**config.mk**
```make
export PLATFORM = sky130hd
export DESIGN_NAME = atasrb_bank
export DESIGN_NICKNAME = d
export VERILOG_FILES = /design/src/atasrb_pkg.sv /design/src/atasrb_bank.sv
export VERILOG_INCLUDE_DIRS = /design/src
export SDC_FILE = /design/constraint.sdc
export NUM_CORES = 1
export LEC_CHECK = 0
export ABC_AREA = 1
export BUFFER_PORTS_ARGS = -buffer_cell sky130_fd_sc_hd__buf_4
export CORE_AREA = 2 2 132 134
export DETAILED_ROUTE_END_ITERATION = 12
export DIE_AREA = 0 0 134 136
export PLACE_DENSITY = 0.8
export SKIP_CTS_REPAIR_TIMING = 1
export SLEW_MARGIN = 10
export SYNTH_ARGS = -nofsm -noshare
export SYNTH_HDL_FRONTEND = slang
export SYNTH_SLANG_ARGS = --single-unit
```
**constraint.sdc**
```tcl
create_clock -name clk_sys_i -period 1.8 [get_ports clk_sys_i]
set_input_delay 0.45 -clock clk_sys_i [delete_from_list [all_inputs] [get_ports clk_sys_i]]
set_output_delay 0.45 -clock clk_sys_i [all_outputs]
set_load 0.01 [all_outputs]
```
**src/atasrb_cfg.svh**
```systemverilog
// Offsets, field positions and reset values of the shadow task-file bank
`ifndef ATASRB_CFG_SVH
`define ATASRB_CFG_SVH

// ------------------------------------------------------------
// Register addresses as seen in the shadow frames
// ------------------------------------------------------------
`define ATASRB_ADDR_DATA 10'h1F0
`define ATASRB_ADDR_ERR_FEAT 10'h1F1
`define ATASRB_ADDR_COUNT 10'h1F2
`define ATASRB_ADDR_ADDR0 10'h1F3
`define ATASRB_ADDR_ADDR1 10'h1F4
`define ATASRB_ADDR_ADDR2 10'h1F5
`define ATASRB_ADDR_DEVICE 10'h1F6
`define ATASRB_ADDR_STAT_CMD 10'h1F7
`define ATASRB_ADDR_ALT_CTRL 10'h3F6

// ------------------------------------------------------------
// Field positions
// ------------------------------------------------------------
`define ATASRB_CTL_HOB 7
`define ATASRB_CTL_SOFT_RESET_BIT 2
`define ATASRB_CTL_INTERRUPT_MASK_BIT 1
`define ATASRB_DEV_LBA 6
`define ATASRB_ERR_ABORTED_FLAG 2
`define ATASRB_ST_BSY 7
`define ATASRB_ST_DRIVE_CAN_ACCEPT_FLAG 6
`define ATASRB_ST_DRQ 3
`define ATASRB_ST_ERR 0

// ------------------------------------------------------------
// Reset values, and the 9-bit count given for a zero count byte
// ------------------------------------------------------------
`define ATASRB_RST_BYTE 8'h00
`define ATASRB_RST_COUNT 8'h01
`define ATASRB_RST_ADDR0 8'h01
`define ATASRB_RST_DIAG 8'h01
`define ATASRB_RST_DEVICE 8'h00
`define ATASRB_RST_WORD 16'h0000
`define ATASRB_CNT28_ZERO 9'h100

`endif

```
**src/atasrb_pkg.sv**
```systemverilog
// Types of the shadow task-file bank
package atasrb_pkg;

  typedef struct packed {
    logic [7:0] prev;
    logic [7:0] cur;
  } atasrb_pair_t;

  typedef struct packed {
    logic done;
    logic ok;
    logic diag;
    logic abort;
    logic [7:0] err_bits;
    logic [7:0] err_used;
    logic [15:0] remaining;
    logic [47:0] addr;
    logic [3:0] head;
  } atasrb_done_t;

  typedef struct packed {
    logic [15:0] data;
    logic [7:0] err;
    atasrb_pair_t feat;
    atasrb_pair_t count;
    atasrb_pair_t addr0;
    atasrb_pair_t addr1;
    atasrb_pair_t addr2;
    logic [7:0] device;
    logic [7:0] cmd;
    logic high_order_select;
    logic soft_reset_bit;
    logic interrupt_mask_bit;
    logic busy_flag;
    logic err_flag;
    logic drive_can_accept_flag_frozen;
    logic drive_can_accept_flag_hold;
    logic irq_pend;
    logic cmd_start;
    logic data_push;
    logic data_pop;
    logic [15:0] rdata;
    logic rvalid;
  } atasrb_state_t;

endpackage

```
**src/atasrb_bank.sv**
```systemverilog
// Shadow task-file register bank of the drive, loaded through link frames
`timescale 1ns/1ps
`include "atasrb_cfg.svh"

module atasrb_bank
  import atasrb_pkg::*;
(
  input wire logic clk_sys_i,
  input wire logic rstn_i,
  // Shadow access from the link layer
  input wire logic tf_wr_i,
  input wire logic tf_rd_i,
  input wire logic [9:0] tf_addr_i,
  input wire logic [15:0] tf_wdata_i,
  output logic [15:0] tf_rdata_o,
  output logic tf_rvalid_o,
  // Drive buffer side of the data register
  input wire logic buf_load_i,
  input wire logic [15:0] buf_data_i,
  output logic data_push_o,
  output logic data_pop_o,
  output logic [15:0] data_word_o,
  // Drive core
  input wire logic drive_ready_i,
  input wire logic drq_i,
  input wire logic drive_sel_i,
  input wire atasrb_done_t done_i,
  output logic cmd_start_o,
  output logic [7:0] cmd_code_o,
  output logic [15:0] feature_o,
  output logic [8:0] count28_o,
  output logic [15:0] count48_o,
  output logic [47:0] lba48_o,
  output logic [27:0] lba28_o,
  output logic lba_mode_o,
  output logic busy_o,
  output logic soft_reset_o,
  // Interrupt pin as two signals
  output logic intrq_o,
  output logic intrq_oe_o
);

  // ------------------------------------------------------------
  // Helpers
  // ------------------------------------------------------------
  function automatic logic [7:0] pair_read(input atasrb_pair_t p, input logic high_order_select);
    pair_read = high_order_select ? p.prev : p.cur;
  endfunction

  function automatic atasrb_pair_t pair_write(input atasrb_pair_t p, input logic [7:0] b);
    pair_write.prev = p.cur;
    pair_write.cur = b;
  endfunction

  function automatic atasrb_state_t reset_state();
    atasrb_state_t s;
    s = '0;
    s.data = `ATASRB_RST_WORD;
    s.err = `ATASRB_RST_DIAG;
    s.feat = '{prev: `ATASRB_RST_BYTE, cur: `ATASRB_RST_BYTE};
    s.count = '{prev: `ATASRB_RST_BYTE, cur: `ATASRB_RST_COUNT};
    s.addr0 = '{prev: `ATASRB_RST_BYTE, cur: `ATASRB_RST_ADDR0};
    s.addr1 = '{prev: `ATASRB_RST_BYTE, cur: `ATASRB_RST_BYTE};
    s.addr2 = '{prev: `ATASRB_RST_BYTE, cur: `ATASRB_RST_BYTE};
    s.device = `ATASRB_RST_DEVICE;
    s.cmd = `ATASRB_RST_BYTE;
    reset_state = s;
  endfunction

  atasrb_state_t st;
  atasrb_state_t next_st;
  logic [7:0] status_byte;
  logic drive_can_accept_flag_now;

  // ------------------------------------------------------------
  // Status composition
  // ------------------------------------------------------------
  // Ready stays frozen after an error until the host reads status
  assign drive_can_accept_flag_now = st.drive_can_accept_flag_frozen ? st.drive_can_accept_flag_hold : drive_ready_i;

  always_comb begin
    status_byte = 8'h00;
    status_byte[`ATASRB_ST_BSY] = st.busy_flag;
    status_byte[`ATASRB_ST_DRIVE_CAN_ACCEPT_FLAG] = drive_can_accept_flag_now;
    status_byte[`ATASRB_ST_DRQ] = drq_i;
    status_byte[`ATASRB_ST_ERR] = st.err_flag;
  end

  // ------------------------------------------------------------
  // Next state
  // ------------------------------------------------------------
  always_comb begin
    next_st = st;
    next_st.cmd_start = 1'b0;
    next_st.data_push = 1'b0;
    next_st.data_pop = 1'b0;
    next_st.rvalid = 1'b0;

    // Drive buffer refills the data register
    if (buf_load_i) begin
      next_st.data = buf_data_i;
    end

    // Completion report from the drive core
    if (done_i.done) begin
      next_st.busy_flag = 1'b0;
      next_st.irq_pend = 1'b1;
      next_st.err_flag = ~done_i.ok;
      if (done_i.diag) begin
        next_st.err = done_i.err_bits;
      end else begin
        next_st.err = done_i.err_bits & done_i.err_used;
        next_st.err[`ATASRB_ERR_ABORTED_FLAG] = done_i.abort;
      end
      if (!done_i.ok) begin
        next_st.drive_can_accept_flag_frozen = 1'b1;
        next_st.drive_can_accept_flag_hold = drive_ready_i;
      end
      next_st.count.cur = done_i.ok ? 8'h00 : done_i.remaining[7:0];
      next_st.count.prev = done_i.ok ? 8'h00 : done_i.remaining[15:8];
      next_st.addr0 = '{prev: done_i.addr[31:24], cur: done_i.addr[7:0]};
      next_st.addr1 = '{prev: done_i.addr[39:32], cur: done_i.addr[15:8]};
      next_st.addr2 = '{prev: done_i.addr[47:40], cur: done_i.addr[23:16]};
      next_st.device[3:0] = done_i.head;
    end

    // Host reads: answer registered one cycle later
    if (tf_rd_i) begin
      next_st.rvalid = 1'b1;
      next_st.rdata = 16'h0000;
      if (tf_addr_i == `ATASRB_ADDR_ALT_CTRL) begin
        next_st.rdata[7:0] = status_byte;
      end else if (st.busy_flag && tf_addr_i[9:3] == `ATASRB_ADDR_DATA >> 3) begin
        next_st.rdata[7:0] = status_byte;
      end else begin
        unique case (tf_addr_i)
          `ATASRB_ADDR_DATA: begin
            next_st.rdata = st.data;
            next_st.data_pop = 1'b1;
          end
          `ATASRB_ADDR_ERR_FEAT: next_st.rdata[7:0] = st.err;
          `ATASRB_ADDR_COUNT: next_st.rdata[7:0] = pair_read(st.count, st.high_order_select);
          `ATASRB_ADDR_ADDR0: next_st.rdata[7:0] = pair_read(st.addr0, st.high_order_select);
          `ATASRB_ADDR_ADDR1: next_st.rdata[7:0] = pair_read(st.addr1, st.high_order_select);
          `ATASRB_ADDR_ADDR2: next_st.rdata[7:0] = pair_read(st.addr2, st.high_order_select);
          `ATASRB_ADDR_DEVICE: next_st.rdata[7:0] = st.device;
          `ATASRB_ADDR_STAT_CMD: begin
            next_st.rdata[7:0] = status_byte;
            // Completion in the same cycle keeps its interrupt
            if (!done_i.done) begin
              next_st.irq_pend = 1'b0;
              next_st.drive_can_accept_flag_frozen = 1'b0;
            end
          end
          default: next_st.rdata = 16'h0000;
        endcase
      end
    end

    // Host writes
    if (tf_wr_i) begin
      unique case (tf_addr_i)
        `ATASRB_ADDR_DATA: begin
          next_st.data = tf_wdata_i;
          next_st.data_push = 1'b1;
        end
        `ATASRB_ADDR_ERR_FEAT: next_st.feat = pair_write(st.feat, tf_wdata_i[7:0]);
        `ATASRB_ADDR_COUNT: next_st.count = pair_write(st.count, tf_wdata_i[7:0]);
        `ATASRB_ADDR_ADDR0: next_st.addr0 = pair_write(st.addr0, tf_wdata_i[7:0]);
        `ATASRB_ADDR_ADDR1: next_st.addr1 = pair_write(st.addr1, tf_wdata_i[7:0]);
        `ATASRB_ADDR_ADDR2: next_st.addr2 = pair_write(st.addr2, tf_wdata_i[7:0]);
        `ATASRB_ADDR_DEVICE: next_st.device = tf_wdata_i[7:0];
        `ATASRB_ADDR_STAT_CMD: begin
          // Launch at once; parameters must already be in place
          next_st.cmd = tf_wdata_i[7:0];
          next_st.cmd_start = 1'b1;
          next_st.busy_flag = 1'b1;
          next_st.err_flag = 1'b0;
          // A completion in the same cycle keeps its interrupt
          if (!done_i.done) begin
            next_st.irq_pend = 1'b0;
          end
        end
        `ATASRB_ADDR_ALT_CTRL: begin
          // Only three bits are kept; the rest are reserved
          next_st.high_order_select = tf_wdata_i[`ATASRB_CTL_HOB];
          next_st.soft_reset_bit = tf_wdata_i[`ATASRB_CTL_SOFT_RESET_BIT];
          next_st.interrupt_mask_bit = tf_wdata_i[`ATASRB_CTL_INTERRUPT_MASK_BIT];
        end
        default: next_st.cmd_start = 1'b0;
      endcase
    end

    // Held in reset while the soft reset bit stays set
    if (st.soft_reset_bit) begin
      next_st = reset_state();
      next_st.soft_reset_bit = tf_wr_i && tf_addr_i == `ATASRB_ADDR_ALT_CTRL ?
                     tf_wdata_i[`ATASRB_CTL_SOFT_RESET_BIT] : 1'b1;
      next_st.high_order_select = st.high_order_select;
      next_st.interrupt_mask_bit = st.interrupt_mask_bit;
      if (tf_wr_i && tf_addr_i == `ATASRB_ADDR_ALT_CTRL) begin
        next_st.high_order_select = tf_wdata_i[`ATASRB_CTL_HOB];
        next_st.interrupt_mask_bit = tf_wdata_i[`ATASRB_CTL_INTERRUPT_MASK_BIT];
      end
      next_st.rdata = tf_rd_i ? {8'h00, 8'h80} : 16'h0000;
      next_st.rvalid = tf_rd_i;
    end
  end

  // ------------------------------------------------------------
  // State register
  // ------------------------------------------------------------
  always_ff @(posedge clk_sys_i) begin
    if (!rstn_i) begin
      st <= reset_state();
    end else begin
      st <= next_st;
    end
  end

  // ------------------------------------------------------------
  // Outputs
  // ------------------------------------------------------------
  assign tf_rdata_o = st.rdata;
  assign tf_rvalid_o = st.rvalid;
  assign data_push_o = st.data_push;
  assign data_pop_o = st.data_pop;
  assign data_word_o = st.data;
  assign cmd_start_o = st.cmd_start;
  assign cmd_code_o = st.cmd;
  assign feature_o = {st.feat.prev, st.feat.cur};
  assign count28_o = st.count.cur == 8'h00 ? `ATASRB_CNT28_ZERO : {1'b0, st.count.cur};
  assign count48_o = {st.count.prev, st.count.cur};
  assign lba48_o = {st.addr2.prev, st.addr1.prev, st.addr0.prev,
                    st.addr2.cur, st.addr1.cur, st.addr0.cur};
  assign lba28_o = {st.device[3:0], st.addr2.cur, st.addr1.cur, st.addr0.cur};
  assign lba_mode_o = st.device[`ATASRB_DEV_LBA];
  assign busy_o = st.busy_flag;
  assign soft_reset_o = st.soft_reset_bit;
  assign intrq_o = st.irq_pend;
  assign intrq_oe_o = ~st.interrupt_mask_bit & drive_sel_i;

endmodule // atasrb_bank

```
# ---- Word-level counts from Yosys, hierarchy flattened
# Cells that the tools add are included.
# W data, S select, Z words.
dict set report classes {
  n_eq_ne 11
  muxes 52
  n_bitwise 7
  n_reduce_logical 14
}
# operator n
set op_table {}
lappend op_table {{$mux W16} 7}
lappend op_table {{$mux W8} 13}
lappend op_table {{$mux W85} 1}
lappend op_table {{$eq A10 B9 Y1 const B} 8}
lappend op_table {{$mux W64} 1}
lappend op_table {{$pmux W8 S8} 1}
lappend op_table {{$mux W28} 1}
lappend op_table {{$mux W9} 3}
lappend op_table {{$mux W1} 18}
lappend op_table {{$mux W18} 1}
lappend op_table {{$eq A10 B10 Y1 const B} 1}
lappend op_table {{$and A8 B8 Y8} 1}
lappend op_table {{$logic_not A8 Y1} 1}
lappend op_table {{$reduce_and A2 Y1} 4}
lappend op_table {{$eq A7 B6 Y1 const B} 1}
lappend op_table {{$mux W3} 2}
lappend op_table {{$reduce_bool A2 Y1} 3}
lappend op_table {{$mux W5} 1}
lappend op_table {{$not A1 Y1} 5}
lappend op_table {{$reduce_or A5 Y1} 1}
lappend op_table {{$mux W2} 2}
lappend op_table {{$mux W4} 1}
lappend op_table {{$reduce_and A3 Y1} 1}
lappend op_table {{$reduce_or A3 Y1} 1}
lappend op_table {{other kinds (4)} 5}
dict set report totals {
  ff_bits 148
  input_bits 138
  output_inout_bits 166
  elab_cells 112
}

# ---- Logic depth before layout (Yosys ltp)
dict set report depth {
  depth_word 11
  mapped_depth 12
  depth_no_buf 12
}

# ---- Worst setup path before layout
# OpenSTA, ideal clock, no wires.
dict set report synth_timing {
  path_type {in2reg}
  startpoint {input port tf_addr_i[6]}
  endpoint {register st, in the netlist tf_rdata_o[0]}
  setup_time_ps 72
  arrival_ps 1609
  t_required_ps 1728
  slack_ps 119
  path_stages 10
  path_buffers 2
  cell_sequence {nand2_1 > nor2_2 > buf_2 > buf_4 > nand4_1 > o22ai_1 > nor2_1 > nand2_1 > nand2_1 > a21oi_1}
}
dict set report synth_between {
  elab_chain_len 6
  word_cells_on_any_way 16
  cone_classes {10 x eq/ne; 5 x mux; 1 x reduce/logical}
}
# item line_no
set synth_lines {}
lappend synth_lines {{start: declaration} atasrb_bank.sv:13} ;# input wire logic [9:0] tf_addr_i,
lappend synth_lines {{$eq A10 B9 Y1 or $eq A7 B6 Y1 (tied branches)} {atasrb_bank.sv:136, atasrb_bank.sv:133}}
lappend synth_lines {{$pmux W8 S8 or $logic_and A1 B1 Y1 (tied branches)} {atasrb_bank.sv:136, atasrb_bank.sv:133}}
lappend synth_lines {{$mux W8} atasrb_bank.sv:133} ;# end else if (st.busy_flag && tf_addr_i[9:3] == `ATASRB_ADDR_DATA >> 3) begin
lappend synth_lines {{$mux W8 *} atasrb_bank.sv:131} ;# if (tf_addr_i == `ATASRB_ADDR_ALT_CTRL) begin
lappend synth_lines {{$mux W18 *} atasrb_bank.sv:128} ;# if (tf_rd_i) begin
lappend synth_lines {{$mux W28 *} atasrb_bank.sv:195} ;# if (st.soft_reset_bit) begin
lappend synth_lines {{end signal: assignment} atasrb_bank.sv:215} ;# st <= reset_state();
lappend synth_lines {{end signal: assignment} atasrb_bank.sv:217} ;# st <= next_st;
lappend synth_lines {{end: declaration} atasrb_bank.sv:70} ;# atasrb_state_t st;
# Every way passes the cells marked *; elsewhere a longest branch is shown, timed or not. The select of a mux whose other input is x is not followed.
# A chain may end at the register's enable or synchronous reset.

# ---- Worst setup path in the final report
dict set report layout_timing {
  startpoint {register st, in the netlist count48_o[5]}
  endpoint {output port count28_o[8]}
}
dict set report layout_between {
  elab_chain_len 2
}
# item line_no
set layout_lines {}
lappend layout_lines {{$logic_not A8 Y1} atasrb_bank.sv:232} ;# assign count28_o = st.count.cur == 8'h00 ? `ATASRB_CNT28_ZERO : {1'b0, st.count.cur};
lappend layout_lines {{$mux W9} atasrb_bank.sv:232}
lappend layout_lines {{end: declaration} atasrb_bank.sv:31} ;# output logic [8:0] count28_o,
# Every way passes these cells.

==> reports/qor.yml <==
cts:
  clockBufferDepth: 2
  clk_pin_slew_worst_paths_ns: 0.07
  cts_max_level: 4
  worstSkewPairLatency_ns: 0.42
  cts_tree: "built"
  cts_sinks: 148
  cts_buffers: 17
  clock-root-buffer: "clkbuf_16"
detailed_routing:
  ant_nets: 0
  routed_via_density: 5.23
  route.vias.total: 8250
  drt_iter0_drc: 635
  drc: 0
  wl_per_cell_um: 16.8
  first_pass_iters: 5
  wl_um: 26600
timing:
  worstMarginPinSlew_ns: 0.553
  rsz0062_at_grt: "no"
  whs_ns: 0.264
  slew_headroom_pct: 63.1
  setup_viol: 0
  period_share_pct: 95.4
  drv_slew: 0
  fmax_mhz: 582
  setup_ws_ns: 0.0825
  layout_min_cycle_time_ns: 1.72
  hold_viol: 0
  clock_skew_ns: 0.00735
  tns_ns: 0
layout:
  fin_nets: 1476
  drive_gt1_share_pct: 33.2
  n_antenna_cell: 0
  final_cells: 1576
  final_core_util_pct: 62.4
  area_delta_synth_final_pct: 27.8
global_routing:
  use_met3_pct: 5.56
  grt_pass1_wl_um: 40300
  busiest_layer: "met2"
  overflow: 0
  grt_use_total_pct: 28.5
  antenna_found_initial: 0
  globalRouteMet1Util_pct: 36.3
  grtUsageMet2_pct: 48.3
  grt_max_degree: 59
  grt_pass1_vias: 7531
synthesis:
  syn_avg_cell_area_um2: 7.04
  synth_cell_types: 33
  ys.warnings.count: 0
  synthesis.nets: 1308
  ys_ff_latch: 148
  syn_inst: 1170
  synth_seq_area_share_pct: 36.0
  syn_area_mm2: 0.00824
critical_path:
  slowest_stage: "dfxtp_1"
  worstPathCellList: "inv_1, nand3_1, nor3_1, buf_4"
  worstSetupEndpointType: "output port"
  startpoint_type: "flip-flop"
  crit_path_max_fanout: 5
  slowest_delay_ns: 0.35
  crit_family: "flip-flops"
  cp.required_ns: 1.35
  critPathKind: "reg -> out"
  worst_ep_arrival_time_ns: 1.27
  cp_num_buf_inv: 2
floorplan:
  std_cell_rows: 48
  start_util_pct: 48.8
  die_area_mm2: 0.0182
  ios: 304
  core_mm2: 0.0169
  fp.dieW_um: 134
  dieHeight_um: 136
placement:
  dpl_worst_slack_ns: -0.132
  portBuffers: 302
  dp_hpwl_um: 20300
  gp_congestion: 0.951
  dp_cells: 1544
pwr:
  power.density_mw_per_mm2: 770
  ir_worst_vdd_mv: 0.778
  p_leak_nw: 4.87
job:
  drv_cap: 0
min_path:
  hp-class: "in -> reg"
outcome:
  status: "finished clean"
[through the flow]
stage	power [mW]	area, um^2
3_5_place_dp	4.73	9960
5_1_grt	8.39	10500
4_1_cts	8.14	10500
2_1_floorplan	4.20	8240
6_report	8.10	10500
3_3_place_gp	4.71	9960
[state kept, by name, summed over array words and instances (netlist names)]
| register | flops |
|---|---|
| lba28_o | 28 |
| busy_o | 1 |
| intrq_o | 1 |
| lba48_o | 24 |
| cmd_code_o | 8 |
| tf_rvalid_o | 1 |
| tf_rdata_o | 16 |
| st | 16 |
| feature_o | 16 |
| data_pop_o | 1 |
| data_word_o | 16 |
| lba_mode_o | 1 |
| cmd_start_o | 1 |
| count48_o | 16 |
| soft_reset_o | 1 |
| data_push_o | 1 |
[path summary, 6_finish.rpt]
kind	start	endpoint	slack (ns)	cells after the start
max reg2reg	st[27]	tf_rdata_o[7]	0.28	8
min	rstn_i	tf_rvalid_o	0.26	3
max	count48_o[5]	count28_o[8]	0.08	4
min reg2reg	st[25]	st[25]	0.46	2
[layer usage]
layer,up-vias,part of all wire (%)
met5,-,0
met4,0,2.4
met3,45,6.6
met2,334,49
met1,3819,42
li1,4052,-
[layout make-up]
class,instances,area (um^2)
clock buffer,17,425
multi-input combinational,713,3530
inverter,94,353
sequential,148,2970
fill,1568,6350
timing repair buffer,364,2830
tap,225,282
clock inverter,15,138
[power breakdown]
part | switching (mW) | internal [mW]
Combinational | 0.596 | 0.571
Sequential | 0.104 | 3.39
Clock | 1.60 | 1.83
Total | 2.30 | 5.80
[cell usage in the layout, fill, tap and decap left out, types with 8 or more instances in the layout]
master       n
o21ai_1     47
buf_4      356
o22ai_1     13
mux2i_1      9
nand2_1    250
clkbuf_16   17
a21oi_1    100
dfxtp_1    146
a31oi_1     18
nand3_1     20
a311oi_2     8
nand4_1     21
o21ai_0    115
nor2_1      71
inv_1       78
buf_12       8
inv_2       14
a211oi_2     8
[cells in the mapped netlist]
cell      count  area [um^2]
a211oi_2      8          100
nand2_1     250          938
o21ai_0     115          576
o21ai_1      47          235
a31oi_1      18          113
nor4_2        1         12.5
nand3b_1      1         7.51
nor3_1        2         10.0
nor2_2        6         37.5
clkbuf_1     47          176
buf_1         2         7.51
o211ai_1      1         7.51
o22ai_1      13         81.3
a311oi_1      3         26.3
mux2i_1       9         90.1
buf_6         2         22.5
inv_1        78          293
nor2_1       72          270
a311oi_2      8          120
a32oi_1       2         17.5
buf_4       149         1120
inv_2        14         52.6
nor3_2        2         20.0
dfxtp_1     148         2960
nand2_2       4         25.0
buf_2        15         75.1
nand3_1      20          100
nand4_1      21          131
nor2_4        5         56.3
a21oi_1     100          500
mux2_2        2         22.5
clkinv_1      2         7.51
a211oi_1      3         22.5
[cells by family (layout without fill, tap and decap cells)]
logic type / after synthesis / count (layout) / synth area share, %
and+or+nand+nor: 384 / 384 / 19.5
AOI/OAI and AO/OA: 318 / 318 / 21.8
buffers and inverters: 309 / 490 / 21.3
DFF: 148 / 148 / 36.0
muxes: 11 / 11 / 1.37
[worst min-delay path: cells and delay by family]
| family | cells | cell delay [ns] |
|---|---|---|
| buffers and inverters | 2 | 0.16 |
| and+or+nand+nor | 1 | 0.05 |
Power figures use the tool's default switching activity.
